$ cat src/scwd_map.vh
`ifndef SCWD_MAP_VH
`define SCWD_MAP_VH

// APB register byte offsets
`define SCWD_OFF_CTRL 8'h00
`define SCWD_OFF_IRQ 8'h04
`define SCWD_OFF_STATUS 8'h08
`define SCWD_OFF_COUNT 8'h0c

// Control word field positions
`define SCWD_CW_DIR_BIT 7
`define SCWD_CW_TGT_BIT 6
`define SCWD_CW_MODE_BIT 5
`define SCWD_CW_ADDR_HI 5

// Register address that escapes to the indirect space
`define SCWD_IND_ADDR 6'h3f

// Operating mode encodings
`define SCWD_MODE_OFF 3'h0
`define SCWD_MODE_HIB 3'h1
`define SCWD_MODE_DOZE 3'h2
`define SCWD_MODE_IDLE 3'h3
`define SCWD_MODE_RX 3'h4
`define SCWD_MODE_TX 3'h5
`define SCWD_MODE_RST 3'h3

// Irq reset value and the bit count of the last bit in a byte
`define SCWD_IRQ_RST 8'h00
`define SCWD_BIT_LAST 3'h7

// Memory address widths
`define SCWD_DREG_AW 6
`define SCWD_IREG_AW 8
`define SCWD_PBUF_AW 7

`endif

$ cat src/scwd_sync.v
`timescale 1ns/100ps
// Two-stage synchroniser for pins from outside the clock domain
module scwd_sync #(
  parameter W = 1,
  parameter [W-1:0] RSTV = {W{1'b0}}
) (
  // Clock and reset
  input wire sys_clk,
  input wire reset,
  // Asynchronous input and synchronised output
  input wire [W-1:0] din,
  output reg [W-1:0] dout
);

  reg [W-1:0] meta_r; // First stage, read only by the second

  // Two flops in series, both reset to the idle level
  always @(posedge sys_clk) begin
    if (reset) begin
      meta_r <= RSTV;
      dout <= RSTV;
    end else begin
      meta_r <= din;
      dout <= meta_r;
    end
  end

endmodule // scwd_sync

$ cat src/scwd_mem.v
`timescale 1ns/100ps
// Byte-wide memory with one write port and a registered read port
module scwd_mem #(
  parameter AW = 6
) (
  // Clock
  input wire sys_clk,
  // Write port
  input wire wr_en,
  input wire [AW-1:0] wr_addr,
  input wire [7:0] wr_data,
  // Read port, data one cycle after rd_en
  input wire rd_en,
  input wire [AW-1:0] rd_addr,
  output reg [7:0] rd_data
);

  reg [7:0] mem [0:(1<<AW)-1]; // Storage array

  // Write and read, read data from a register
  always @(posedge sys_clk) begin
    if (wr_en) begin
      mem[wr_addr] <= wr_data;
    end
    if (rd_en) begin
      rd_data <= mem[rd_addr];
    end
  end

endmodule // scwd_mem

$ cat src/scwd_top.v
`timescale 1ns/100ps
`include "scwd_map.vh"

// Functional notes
// - One control byte opens each transaction
// - Direct and burst data follow control byte
// - Indirect and byte mode take address byte
// - Control bit 7 one reads, zero writes
// - Control bit 6 picks buffer or registers
// - Low six bits give register address
// - Buffer bit 5 one byte, zero burst
// - Buffer accesses ignore low five bits
// - Six operating modes are provided
// - Hibernate keeps the serial port working
// - Reset or power-down disables the serial port
// - Sample on rising, change on falling
// - All bytes travel MSB first
// - Control byte time shifts out irq status
// - Bursts advance the address per byte
module scwd_top (
  // Clock and reset
  input wire sys_clk,
  input wire reset,
  // APB slave
  input wire psel,
  input wire penable,
  input wire pwrite,
  input wire [7:0] paddr,
  input wire [31:0] pwdata,
  output reg [31:0] prdata,
  output reg pready,
  output reg pslverr,
  // Serial port pins
  input wire spi_ssel_n,
  input wire spi_sclk,
  input wire spi_mosi,
  output reg spi_miso,
  output reg spi_miso_oe_n,
  // Operating mode outputs
  output reg [2:0] op_mode,
  output reg osc_en,
  output reg hibernate_state
);
  // Transaction phases
  localparam ST_CTRL = 2'd0;
  localparam ST_ADDR = 2'd1;
  localparam ST_DATA = 2'd2;
  localparam ST_DONE = 2'd3;
  // Access targets
  localparam TG_DIR = 2'd0;
  localparam TG_IND = 2'd1;
  localparam TG_PB = 2'd2;
  // Synchronised pins
  wire ssel_n_s; // Select, active low
  wire sclk_s; // Serial clock level
  wire mosi_s; // Serial data in
  // Software registers
  reg [2:0] mode_r; // Operating mode
  reg [7:0] irq_r; // primary_irq_status
  reg [15:0] count_r; // Completed transactions
  // Serial engine state
  reg sclk_d_r; // Previous clock level
  reg sel_d_r; // Previous select state
  reg [2:0] bit_cnt_r; // Bits taken in this byte
  reg [7:0] rx_sh_r; // Receive shifter
  reg [7:0] tx_sh_r; // Transmit shifter
  reg [7:0] tx_hold_r; // Next byte to send
  reg [1:0] st_r; // Transaction phase
  reg [1:0] tgt_r; // Access target
  reg rd_r; // Read direction
  reg bmode_r; // Buffer single-byte mode
  reg [7:0] addr_r; // Current access address
  reg [7:0] last_cw_r; // Last control word
  reg rd_pend_r; // Memory read in flight
  reg got_byte_r; // Any byte seen this frame
  // Next-state terms
  reg [1:0] st_nxt;
  reg [1:0] tgt_nxt;
  reg rd_nxt;
  reg bmode_nxt;
  reg [7:0] addr_nxt;
  reg rd_go; // Fetch a byte for reading
  reg wr_go; // Store the received byte
  reg [31:0] rdata_nxt; // APB read mux
  // Memory read data
  wire [7:0] dreg_q;
  wire [7:0] ireg_q;
  wire [7:0] pbuf_q;
  // Port is alive only outside reset and power-down
  wire spi_en = (mode_r != `SCWD_MODE_OFF);
  wire sel_act = ~ssel_n_s & spi_en;
  wire sel_start = sel_act & ~sel_d_r;
  wire sel_end = ~sel_act & sel_d_r;
  wire sclk_rise = sel_act & sclk_s & ~sclk_d_r;
  wire sclk_fall = sel_act & ~sclk_s & sclk_d_r;
  wire byte_done = sclk_rise & (bit_cnt_r == `SCWD_BIT_LAST);
  wire [7:0] rx_byte = {rx_sh_r[6:0], mosi_s};
  // APB handshake terms
  wire apb_setup = psel & ~penable;
  wire apb_done = psel & penable & pready;
  wire [7:0] st_word = {1'b0, bmode_r, tgt_r, rd_r, sel_act, st_r};
  // Pins are asynchronous, so sample them twice first
  scwd_sync #(.W(3), .RSTV(3'b100)) u_sync (
    .sys_clk(sys_clk),
    .reset(reset),
    .din({spi_ssel_n, spi_sclk, spi_mosi}),
    .dout({ssel_n_s, sclk_s, mosi_s})
  );
  // Direct register set
  scwd_mem #(.AW(`SCWD_DREG_AW)) u_dreg (
    .sys_clk(sys_clk),
    .wr_en(wr_go & (tgt_r == TG_DIR)),
    .wr_addr(addr_r[`SCWD_DREG_AW-1:0]),
    .wr_data(rx_byte),
    .rd_en(rd_go & (tgt_nxt == TG_DIR)),
    .rd_addr(addr_nxt[`SCWD_DREG_AW-1:0]),
    .rd_data(dreg_q)
  );
  // Indirect register set
  scwd_mem #(.AW(`SCWD_IREG_AW)) u_ireg (
    .sys_clk(sys_clk),
    .wr_en(wr_go & (tgt_r == TG_IND)),
    .wr_addr(addr_r),
    .wr_data(rx_byte),
    .rd_en(rd_go & (tgt_nxt == TG_IND)),
    .rd_addr(addr_nxt),
    .rd_data(ireg_q)
  );
  // Packet buffer
  scwd_mem #(.AW(`SCWD_PBUF_AW)) u_pbuf (
    .sys_clk(sys_clk),
    .wr_en(wr_go & (tgt_r == TG_PB)),
    .wr_addr(addr_r[`SCWD_PBUF_AW-1:0]),
    .wr_data(rx_byte),
    .rd_en(rd_go & (tgt_nxt == TG_PB)),
    .rd_addr(addr_nxt[`SCWD_PBUF_AW-1:0]),
    .rd_data(pbuf_q)
  );
  // Decode of each completed byte
  always @* begin
    st_nxt = st_r;
    tgt_nxt = tgt_r;
    rd_nxt = rd_r;
    bmode_nxt = bmode_r;
    addr_nxt = addr_r;
    rd_go = 1'b0;
    wr_go = 1'b0;
    if (byte_done) begin
      case (st_r)
        // First byte is always the control word
        ST_CTRL: begin
          rd_nxt = rx_byte[`SCWD_CW_DIR_BIT];
          if (rx_byte[`SCWD_CW_TGT_BIT]) begin
            // Buffer: only the mode bit matters
            tgt_nxt = TG_PB;
            bmode_nxt = rx_byte[`SCWD_CW_MODE_BIT];
            addr_nxt = 8'h00;
            if (rx_byte[`SCWD_CW_MODE_BIT]) begin
              st_nxt = ST_ADDR;
            end else begin
              st_nxt = ST_DATA;
              rd_go = rx_byte[`SCWD_CW_DIR_BIT];
            end
          end else begin
            // Registers: low six bits are the address
            bmode_nxt = 1'b0;
            addr_nxt = {2'b00, rx_byte[`SCWD_CW_ADDR_HI:0]};
            if (rx_byte[`SCWD_CW_ADDR_HI:0] == `SCWD_IND_ADDR) begin
              tgt_nxt = TG_IND;
              st_nxt = ST_ADDR;
            end else begin
              tgt_nxt = TG_DIR;
              st_nxt = ST_DATA;
              rd_go = rx_byte[`SCWD_CW_DIR_BIT];
            end
          end
        end
        // Extra address byte, then data
        ST_ADDR: begin
          addr_nxt = rx_byte;
          st_nxt = ST_DATA;
          rd_go = rd_r;
        end
        // Data byte, burst steps the address
        ST_DATA: begin
          wr_go = ~rd_r;
          if (bmode_r) begin
            st_nxt = ST_DONE;
          end else begin
            addr_nxt = addr_r + 8'h01;
            rd_go = rd_r;
          end
        end
        // Bytes after a single-byte access are dropped
        default: begin
          st_nxt = ST_DONE;
        end
      endcase
    end
  end

  // Serial engine, restarted by each select edge
  always @(posedge sys_clk) begin
    if (reset) begin
      sclk_d_r <= 1'b0;
      sel_d_r <= 1'b0;
      bit_cnt_r <= 3'h0;
      rx_sh_r <= 8'h00;
      tx_sh_r <= 8'h00;
      tx_hold_r <= 8'h00;
      st_r <= ST_CTRL;
      tgt_r <= TG_DIR;
      rd_r <= 1'b0;
      bmode_r <= 1'b0;
      addr_r <= 8'h00;
      last_cw_r <= 8'h00;
      rd_pend_r <= 1'b0;
      got_byte_r <= 1'b0;
      spi_miso <= 1'b0;
      spi_miso_oe_n <= 1'b1;
    end else begin
      sclk_d_r <= sclk_s;
      // Output pin flops, released when not selected
      spi_miso <= sel_act & tx_sh_r[7];
      spi_miso_oe_n <= ~sel_act;
      sel_d_r <= sel_act;
      rd_pend_r <= rd_go;
      if (~sel_act) begin
        // Idle: next frame starts at the control word
        bit_cnt_r <= 3'h0;
        st_r <= ST_CTRL;
        got_byte_r <= 1'b0;
        if (sel_end) begin
          tx_sh_r <= 8'h00;
        end
      end else if (sel_start) begin
        // Status leads the control word out
        tx_sh_r <= irq_r;
        bit_cnt_r <= 3'h0;
        st_r <= ST_CTRL;
      end else begin
        if (sclk_rise) begin
          rx_sh_r <= rx_byte;
          bit_cnt_r <= bit_cnt_r + 3'h1;
        end
        if (sclk_fall) begin
          // New byte on the first fall after eight bits
          if (bit_cnt_r == 3'h0) begin
            tx_sh_r <= tx_hold_r;
          end else begin
            tx_sh_r <= {tx_sh_r[6:0], 1'b0};
          end
        end
        if (byte_done) begin
          got_byte_r <= 1'b1;
          tx_hold_r <= 8'h00;
          if (st_r == ST_CTRL) begin
            last_cw_r <= rx_byte;
          end
        end
        if (rd_pend_r) begin
          // Fetched byte waits for the next fall
          case (tgt_r)
            TG_DIR: tx_hold_r <= dreg_q;
            TG_IND: tx_hold_r <= ireg_q;
            default: tx_hold_r <= pbuf_q;
          endcase
        end
        st_r <= st_nxt;
        tgt_r <= tgt_nxt;
        rd_r <= rd_nxt;
        bmode_r <= bmode_nxt;
        addr_r <= addr_nxt;
      end
    end
  end

  // APB read data mux
  always @* begin
    rdata_nxt = 32'h00000000;
    case (paddr)
      `SCWD_OFF_CTRL: rdata_nxt = {29'h0, mode_r};
      `SCWD_OFF_IRQ: rdata_nxt = {24'h0, irq_r};
      `SCWD_OFF_STATUS: rdata_nxt = {16'h0, last_cw_r, st_word};
      `SCWD_OFF_COUNT: rdata_nxt = {16'h0, count_r};
      default: rdata_nxt = 32'h00000000;
    endcase
  end

  // APB slave: one wait-free access phase per transfer
  always @(posedge sys_clk) begin
    if (reset) begin
      prdata <= 32'h00000000;
      pready <= 1'b0;
      pslverr <= 1'b0;
    end else begin
      pready <= apb_setup;
      pslverr <= 1'b0; // Error stands with pready only
      if (apb_setup) begin
        prdata <= rdata_nxt;
        pslverr <= (paddr != `SCWD_OFF_CTRL) && (paddr != `SCWD_OFF_IRQ) &&
          (paddr != `SCWD_OFF_STATUS) && (paddr != `SCWD_OFF_COUNT);
      end
    end
  end

  // Software registers, transaction counter and mode outputs
  always @(posedge sys_clk) begin
    if (reset) begin
      mode_r <= `SCWD_MODE_RST;
      irq_r <= `SCWD_IRQ_RST;
      count_r <= 16'h0000;
      op_mode <= `SCWD_MODE_OFF;
      osc_en <= 1'b0;
      hibernate_state <= 1'b0;
    end else begin
      if (apb_done & pwrite) begin
        // Only the six defined modes are accepted
        if ((paddr == `SCWD_OFF_CTRL) && (pwdata[2:0] <= `SCWD_MODE_TX)) begin
          mode_r <= pwdata[2:0];
        end
        if (paddr == `SCWD_OFF_IRQ) begin
          irq_r <= pwdata[7:0];
        end
      end
      // Count frames that carried at least one byte
      if (sel_end & got_byte_r) begin
        count_r <= count_r + 16'h0001;
      end
      // Mode outputs: oscillator off in power-down and hibernate
      op_mode <= mode_r;
      osc_en <= (mode_r != `SCWD_MODE_OFF) && (mode_r != `SCWD_MODE_HIB);
      hibernate_state <= (mode_r == `SCWD_MODE_HIB);
    end
  end

endmodule // scwd_top

$ cat config.mk
export PLATFORM = sky130hd
export DESIGN_NAME = scwd_top
export DESIGN_NICKNAME = d
export VERILOG_FILES = /design/src/scwd_sync.v /design/src/scwd_mem.v /design/src/scwd_top.v
export VERILOG_INCLUDE_DIRS = /design/src
export SDC_FILE = /design/constraint.sdc
export NUM_CORES = 2
export LEC_CHECK = 0
export BUFFER_PORTS_ARGS = -buffer_cell sky130_fd_sc_hd__buf_4
export CAP_MARGIN = 20
export CORE_ASPECT_RATIO = 0.75
export CORE_MARGIN = 4
export CORE_UTILIZATION = 35
export DETAILED_ROUTE_END_ITERATION = 8
export PLACE_DENSITY = 0.49
export SLEW_MARGIN = 0
export SYNTH_ARGS = -nofsm -noshare
export SYNTH_HDL_FRONTEND = slang
export SYNTH_SLANG_ARGS = --single-unit
$ cat constraint.sdc
create_clock -name sys_clk -period 23.1 [get_ports sys_clk]
set_input_delay 0 -clock sys_clk [delete_from_list [all_inputs] [get_ports sys_clk]]
set_output_delay 0 -clock sys_clk [all_outputs]
set_load 0.03 [all_outputs]
Yosys cells after proc, flatten, opt, wreduce, memory -nomap -nowiden --
Memories as Yosys holds them, arrays and structs flattened. A register that Yosys moved wholly into a read port is not among the register bits. Cells that the tools add are included.
Word-level totals: input port bits 48, output and inout port bits 41, flip-flop bits (word level) 126, word-level logic and storage cells 144, memories kept 3, memory bits (writable) 3584
Operators by class: equality and inequality tests 18, bitwise gates (word level) 29, reductions and logical operators 26, $lt $le $gt $ge 1, add/sub/neg operators 3, muxes and demuxes 37
Memory list:
- u_ireg.mem | depth 256, bits a word 8, rd ports 1, clocked after Yosys merged registers in 1, write ports 1, line scwd_mem.v:18 | reg [7:0] mem [0:(1<<AW)-1];
- u_pbuf.mem | depth 128, bits a word 8, rd ports 1, clocked after Yosys merged registers in 1, write ports 1, line scwd_mem.v:18
- u_dreg.mem | depth 64, bits a word 8, rd ports 1, clocked after Yosys merged registers in 1, write ports 1, line scwd_mem.v:18
Operators with widths (number):
- 8-bit two-way mux | 9
- 16-bit case mux with 4 select lines | 1
- 8-bit case mux with 3 select lines | 1
- 1-bit AND | 20
- 16-bit by 1-bit adder with 16-bit output (second input constant) | 1
- 8-bit by 4-bit == test with 1-bit output (second input constant) | 2
- 8-bit by 4-bit != test with 1-bit output (second input constant) | 2
- 8-bit case mux with 2 select lines | 1
- 1-bit two-way mux | 15
- 2-bit two-way mux | 7
- 2-bit AND reduction | 6
- 1-bit inverter | 9
- 8-bit by 1-bit adder with 8-bit output (second input constant) | 1
- 8-bit by 3-bit == test with 1-bit output (second input constant) | 1
- 8-bit logical NOT | 1
- 8-bit by 3-bit != test with 1-bit output (second input constant) | 1
- 8-bit nonzero test | 1
- 2-bit by 1-bit == test with 1-bit output (second input constant) | 3
- 2-bit == test (second input constant) | 3
- 6-bit == test (second input constant) | 1
- 2-bit logical NOT | 3
- 6-bit two-way mux | 1
- 3-bit by 1-bit != test with 1-bit output (second input constant) | 2
- 2-bit case mux with 3 select lines | 1
- 14 further kinds | 21

Depth between registers and ports, before layout --
word-level depth 9, gate-level depth with buffers 17, gate-level depth less buffers 12

Hierarchy --
A second synthesis with hierarchy kept.
Unflattened totals: cell total of the unflattened synthesis 6911, area total of the unflattened synthesis 144902.7 µm²
By module, submodules not included:
- scwd_mem (u_ireg) | instances 1, cells an instance 3733, area each 79636.4 µm², sequential area each 61739.2 µm²
- scwd_mem (u_pbuf) | instances 1, cells an instance 1635, area each 39745.6 µm², sequential area each 30989.7 µm²
- scwd_mem (u_dreg) | instances 1, cells an instance 940, area each 20246.9 µm², sequential area each 15615.0 µm²
- scwd_top | instances 1, cells an instance 591, area each 5116.2 µm², sequential area each 2062.0 µm²
- scwd_sync | instances 1, cells an instance 12, area each 157.7 µm², sequential area each 120.1 µm²

Worst setup path before layout --
No wires, ideal clock.
path type reg-to-reg, start point register rx_sh_r[0], end point register u_pbuf.rd_data[0] (read register of u_pbuf.mem), data pin, data required time 22829 ps, period minus slack after synthesis 9593 ps, arrival time 9322 ps, setup time 271 ps, buffers on the path 4, path slack 13507 ps, stages on the path, launching flop included 12, cells stage by stage dfxtp_1 a32oi_1 o2bb2ai_4 buf_4 buf_4 buf_2 clkbuf_1 mux4_2 mux2i_1 o22ai_1 nor4_1 nand4_1
On the way: longest elaborated chain between the ends 7, elaborated cells on any way between the ends 14, classes of those cells eq/ne: 2; mux: 11; bitwise: 1
Ends and longest elaborated chain:
- start, declared | line scwd_top.v:65 | reg [7:0] rx_sh_r;
- start signal, assigned | line scwd_top.v:243 | rx_sh_r <= rx_byte;
- 6-bit == test (no source line)
- 1-bit two-way mux | line scwd_top.v:168 | if (rx_byte[`SCWD_CW_ADDR_HI:0] == `SCWD_IND_ADDR) begin
- 2-bit two-way mux | line scwd_top.v:153 | if (rx_byte[`SCWD_CW_TGT_BIT]) begin
- 2-bit two-way mux | line scwd_top.v:149 | case (st_r)
- 2-bit two-way mux | line scwd_top.v:148 | if (byte_done) begin
- 2-bit == test | line scwd_top.v:135 | .rd_en(rd_go & (tgt_nxt == TG_PB)),
- 1-bit AND | line scwd_top.v:135
- end, declared | line scwd_mem.v:15 | output reg [7:0] rd_data
Several ways; a longest one is shown, not always the timed one. A chain may end at the register's enable or synchronous reset.

Final worst setup path --
start point register addr_r[0], end point register u_ireg.rd_data[6] (read register of u_ireg.mem), data pin
On the way: longest elaborated chain between the ends 4
Ends and longest elaborated chain:
- start, declared | line scwd_top.v:72 | reg [7:0] addr_r;
- start signal, assigned | line scwd_top.v:273 | addr_r <= addr_nxt;
- 8-bit by 1-bit adder with 8-bit output | line scwd_top.v:190 | addr_nxt = addr_r + 8'h01;
- 8-bit two-way mux | line scwd_top.v:187 | if (bmode_r) begin
- 8-bit case mux with 3 select lines | line scwd_top.v:149
- 8-bit two-way mux * | line scwd_top.v:148
- end, declared | line scwd_mem.v:15
Every way passes the cells marked *; elsewhere a longest branch is shown, timed or not.

==> impl_metrics.py <==
metrics = {
    "layout": {
        "syn2layout_area_growth_pct": 13.1,
        "drive_above_1_share_pct": 17.0,
        "fin_area_um2": 166000,
        "final_core_util_pct": 39.8,
        "instances_no_fill": 14500,
        "layout.nets": 8609,
    },
    "clock_network": {
        "clock-sinks": 3717,
        "cts_buffers": 379,
        "cts.clk_slew.worst_paths_ns": 0.06,
        "cts_post_setup_buffers_inserted": 0,
        "clock-root-buffer": "clkbuf_16",
        "cts_tree": "built",
        "ctsHtreeMaxLevel": 5,
        "clk_latency_ns": 0.98,
        "clk_path_buf_depth": 4,
    },
    "route": {
        "wl_per_cell_um": 30.1,
        "drt_iter0_drc": 10200,
        "dr.pass1.iters": 6,
        "num_vias": 80600,
        "wl_um": 436000,
        "drc": 0,
        "viasPerCell": 5.58,
        "ant_nets": 0,
    },
    "power": {
        "vdd_ir_drop_max_uv": 59.9,
        "power.total_mw": 13.4,
        "p_leak_nw": 52.7,
        "powerDensity_nw_per_um2": 80.9,
    },
    "floorplan": {
        "die_w_um": 755,
        "fp.dieH_um": 568,
        "start_util_pct": 35.2,
        "rows": 205,
        "dieArea_um2": 429000,
        "io_pins": 89,
        "coreArea_um2": 416000,
    },
    "synth": {
        "syn_avg_cell_area_um2": 17.5,
        "ys_dominant_reg_cell": "edfxtp_1",
        "ys_seq_elements": 3717,
        "yosysSeqAreaShare_pct": 75.4,
        "synth_edf_count": 3608,
        "syn_inst": 8380,
        "ys_warn_count": 0,
        "syn_area_um2": 147000,
        "synth_cell_types": 92,
        "async_flop_share_pct": 0,
    },
    "global_route": {
        "grt_pass1_wl_um": 612000,
        "grt_max_degree": 178,
        "grt_use_total_pct": 19.8,
        "antenna_found_initial": 27,
        "grt-ovfl-total": 0,
        "grt_pass1_vias": 78600,
    },
    "critical_path": {
        "crit_family": "buffers and inverters",
        "critical_path_class": "register to register",
        "cp_common_cell": "buf_4",
        "critPathLaunch": "addr_r[0]",
        "crit_chain": "buf_4, ha_1, nor3b_2, nor3b_1, o21ai_4, buf_4, nand2_8, buf_4, buf_12, buf_4, mux4_2, mux2i_1, o22ai_1, o21ai_0, nor4b_2, nor4_1, buf_4",
        "crit_arrival_ns": 8.91,
        "cp.required_ns": 23.80,
        "critPathLaunchType": "register",
        "cp_slowest_cell": "nor4b_2",
        "slowest_delay_ns": 0.91,
        "r2r-start": "addr_r[0]",
        "worstPathMaxFanout": 100,
        "critPathBufInv": 6,
        "cp-end-kind": "register",
    },
    "timing": {
        "max_slew_margin_pct": 12.9,
        "setup_ws_ns": 14.89,
        "holdWs_ns": 0.162,
        "finClkSkew_ns": 0.0405,
        "period_needed_ns": 8.21,
        "tns_ns": 0,
        "setup_viol": 0,
        "hold_violations": 0,
        "worst_pin_slew_ns": 1.31,
        "fmax_mhz": 122,
        "slew_violations": 0,
        "rsz0062_at_grt": "no",
        "min_period_over_period_pct": 35.5,
    },
    "place": {
        "hpwl_um": 257000,
        "io_buffers": 48,
        "dp_slack_ns": 14.98,
        "gp_congestion": 0.830,
        "dp_cells": 13700,
        "place_area_um2": 153000,
    },
    "flow_run": {
        "max-cap-violations": 0,
    },
    "min_path": {
        "hp-class": "input pin to register",
        "holdCritStartpoint": "paddr[4]",
    },
    "outcome": {
        "outcome": "finished, final reports clean",
    },
}
[layout make-up]
cell class / instances / area, um^2
fillers: 37300 / 251000
clock buffers: 473 / 10000
flip-flops and latches: 3717 / 111000
repair buffers: 309 / 2730
inverters: 17 / 63.8
diodes: 7 / 17.5
clock inverters: 212 / 2030
multi-input cells: 4129 / 33400
well taps: 5589 / 6990
[cell families after synthesis]
group	Yosys count	share of synthesized area, %
xor gates and xnor gates	13	0.0777
other	1	0.00256
DFF	3717	75.4
adders and majority gates	8	0.0683
and+or+nand+nor	2353	6.85
AOI/OAI and AO/OA	812	3.75
muxes	927	11.8
buffers and inverters	549	2.05
[report_power, final]
part / total, mW / leakage [nW] / internal (mW) / switching [mW]
logic: 0.0761 / 13.0 / 0.0224 / 0.0537
registers: 7.29 / 33.9 / 7.29 / 0.00168
clock network: 6.05 / 5.87 / 3.45 / 2.60
[worst min-delay path, delay by kind of cell]
kind            cells  cell delay, ns
compound gates      1            0.06
buf+inv             2            0.67
simple gates        3            0.33
[cell usage in the layout (no fill, tap or decap), types with 86 or more instances in the layout]
cell type / netlist / routed
buf_4: 66 / 220
a31oi_1: 101 / 101
nand2_1: 1111 / 1085
a21oi_1: 230 / 229
mux2i_1: 273 / 273
clkbuf_16: 0 / 387
dfxtp_1: 109 / 100
clkinv_1: 2 / 86
edfxtp_1: 3608 / 3608
mux4_2: 634 / 634
nor2_1: 644 / 634
nand3_1: 284 / 282
[synth_stat cells (all sizes together) (6+ instances only)]
cell type | instances | share of area [%]
edfxtp | 3608 | 74
nand2 | 1112 | 2.9
nor2 | 645 | 1.7
mux4 | 634 | 9.7
buf | 322 | 1.5
nand3 | 284 | 0.97
mux2i | 274 | 1.9
a21oi | 231 | 0.79
clkbuf | 210 | 0.54
dfxtp | 109 | 1.5
a31oi | 101 | 0.43
and3 | 77 | 0.33
o21ai | 76 | 0.26
a32oi | 70 | 0.42
o22ai | 66 | 0.28
nor3 | 50 | 0.18
a211oi | 43 | 0.22
nand4 | 43 | 0.18
a22oi | 42 | 0.22
nor4 | 38 | 0.17
a311oi | 28 | 0.17
nor2b | 23 | 0.098
a2111oi | 22 | 0.15
a221oi | 21 | 0.13
mux2 | 19 | 0.15
a22o | 17 | 0.10
inv | 15 | 0.038
and2 | 14 | 0.061
or2 | 14 | 0.060
or3 | 14 | 0.060
o211ai | 11 | 0.056
a211o | 10 | 0.060
o221ai | 10 | 0.060
a222oi | 9 | 0.061
ha | 8 | 0.068
xor2 | 8 | 0.048
a32o | 7 | 0.048
nand2b | 7 | 0.030
o31ai | 7 | 0.036
nand3b | 6 | 0.031
o32ai | 6 | 0.036
[metal layers]
layer | up-vias | wire [um] | track usage [%]
li1 | 33500 | - | -
met4 | 8 | 10100 | 4.55
met3 | 643 | 40300 | 4.37
met1 | 42900 | 201000 | 30.8
met5 | - | 448 | 0
met2 | 3532 | 184000 | 28.0
[sequential cells by signal, indices dropped and copies added, names as in the netlist, 2 cells and up]
register and count:
u_ireg.mem 2048, u_pbuf.mem 1024, u_dreg.mem 512, count_r 16, prdata 16, addr_r 8, irq_r 8, tx_hold_r 8
tx_sh_r 8, u_dreg.rd_data 8, u_ireg.rd_data 8, u_pbuf.rd_data 8, last_cw_r 7, rx_sh_r 7, bit_cnt_r 3, mode_r 3
op_mode 3, u_sync.dout 3, u_sync.meta_r 3, st_r 2, tgt_r 2
[worst paths after layout]
check	end	slack, ns	depth (start not counted)
min reg2reg	u_sync.dout[2]	0.42	1
min	prdata[7]	0.16	6
max	u_ireg.rd_data[6]	14.89	17
max reg2reg	u_ireg.rd_data[6]	14.89	17
[what timing repair did]
item / 4_1_cts / 5_1_grt
hold buffers: 65 / 0
resized for setup: 0 / 0
hold endpoints to repair: 105 / 0
(Power assumes the default switching activity.)
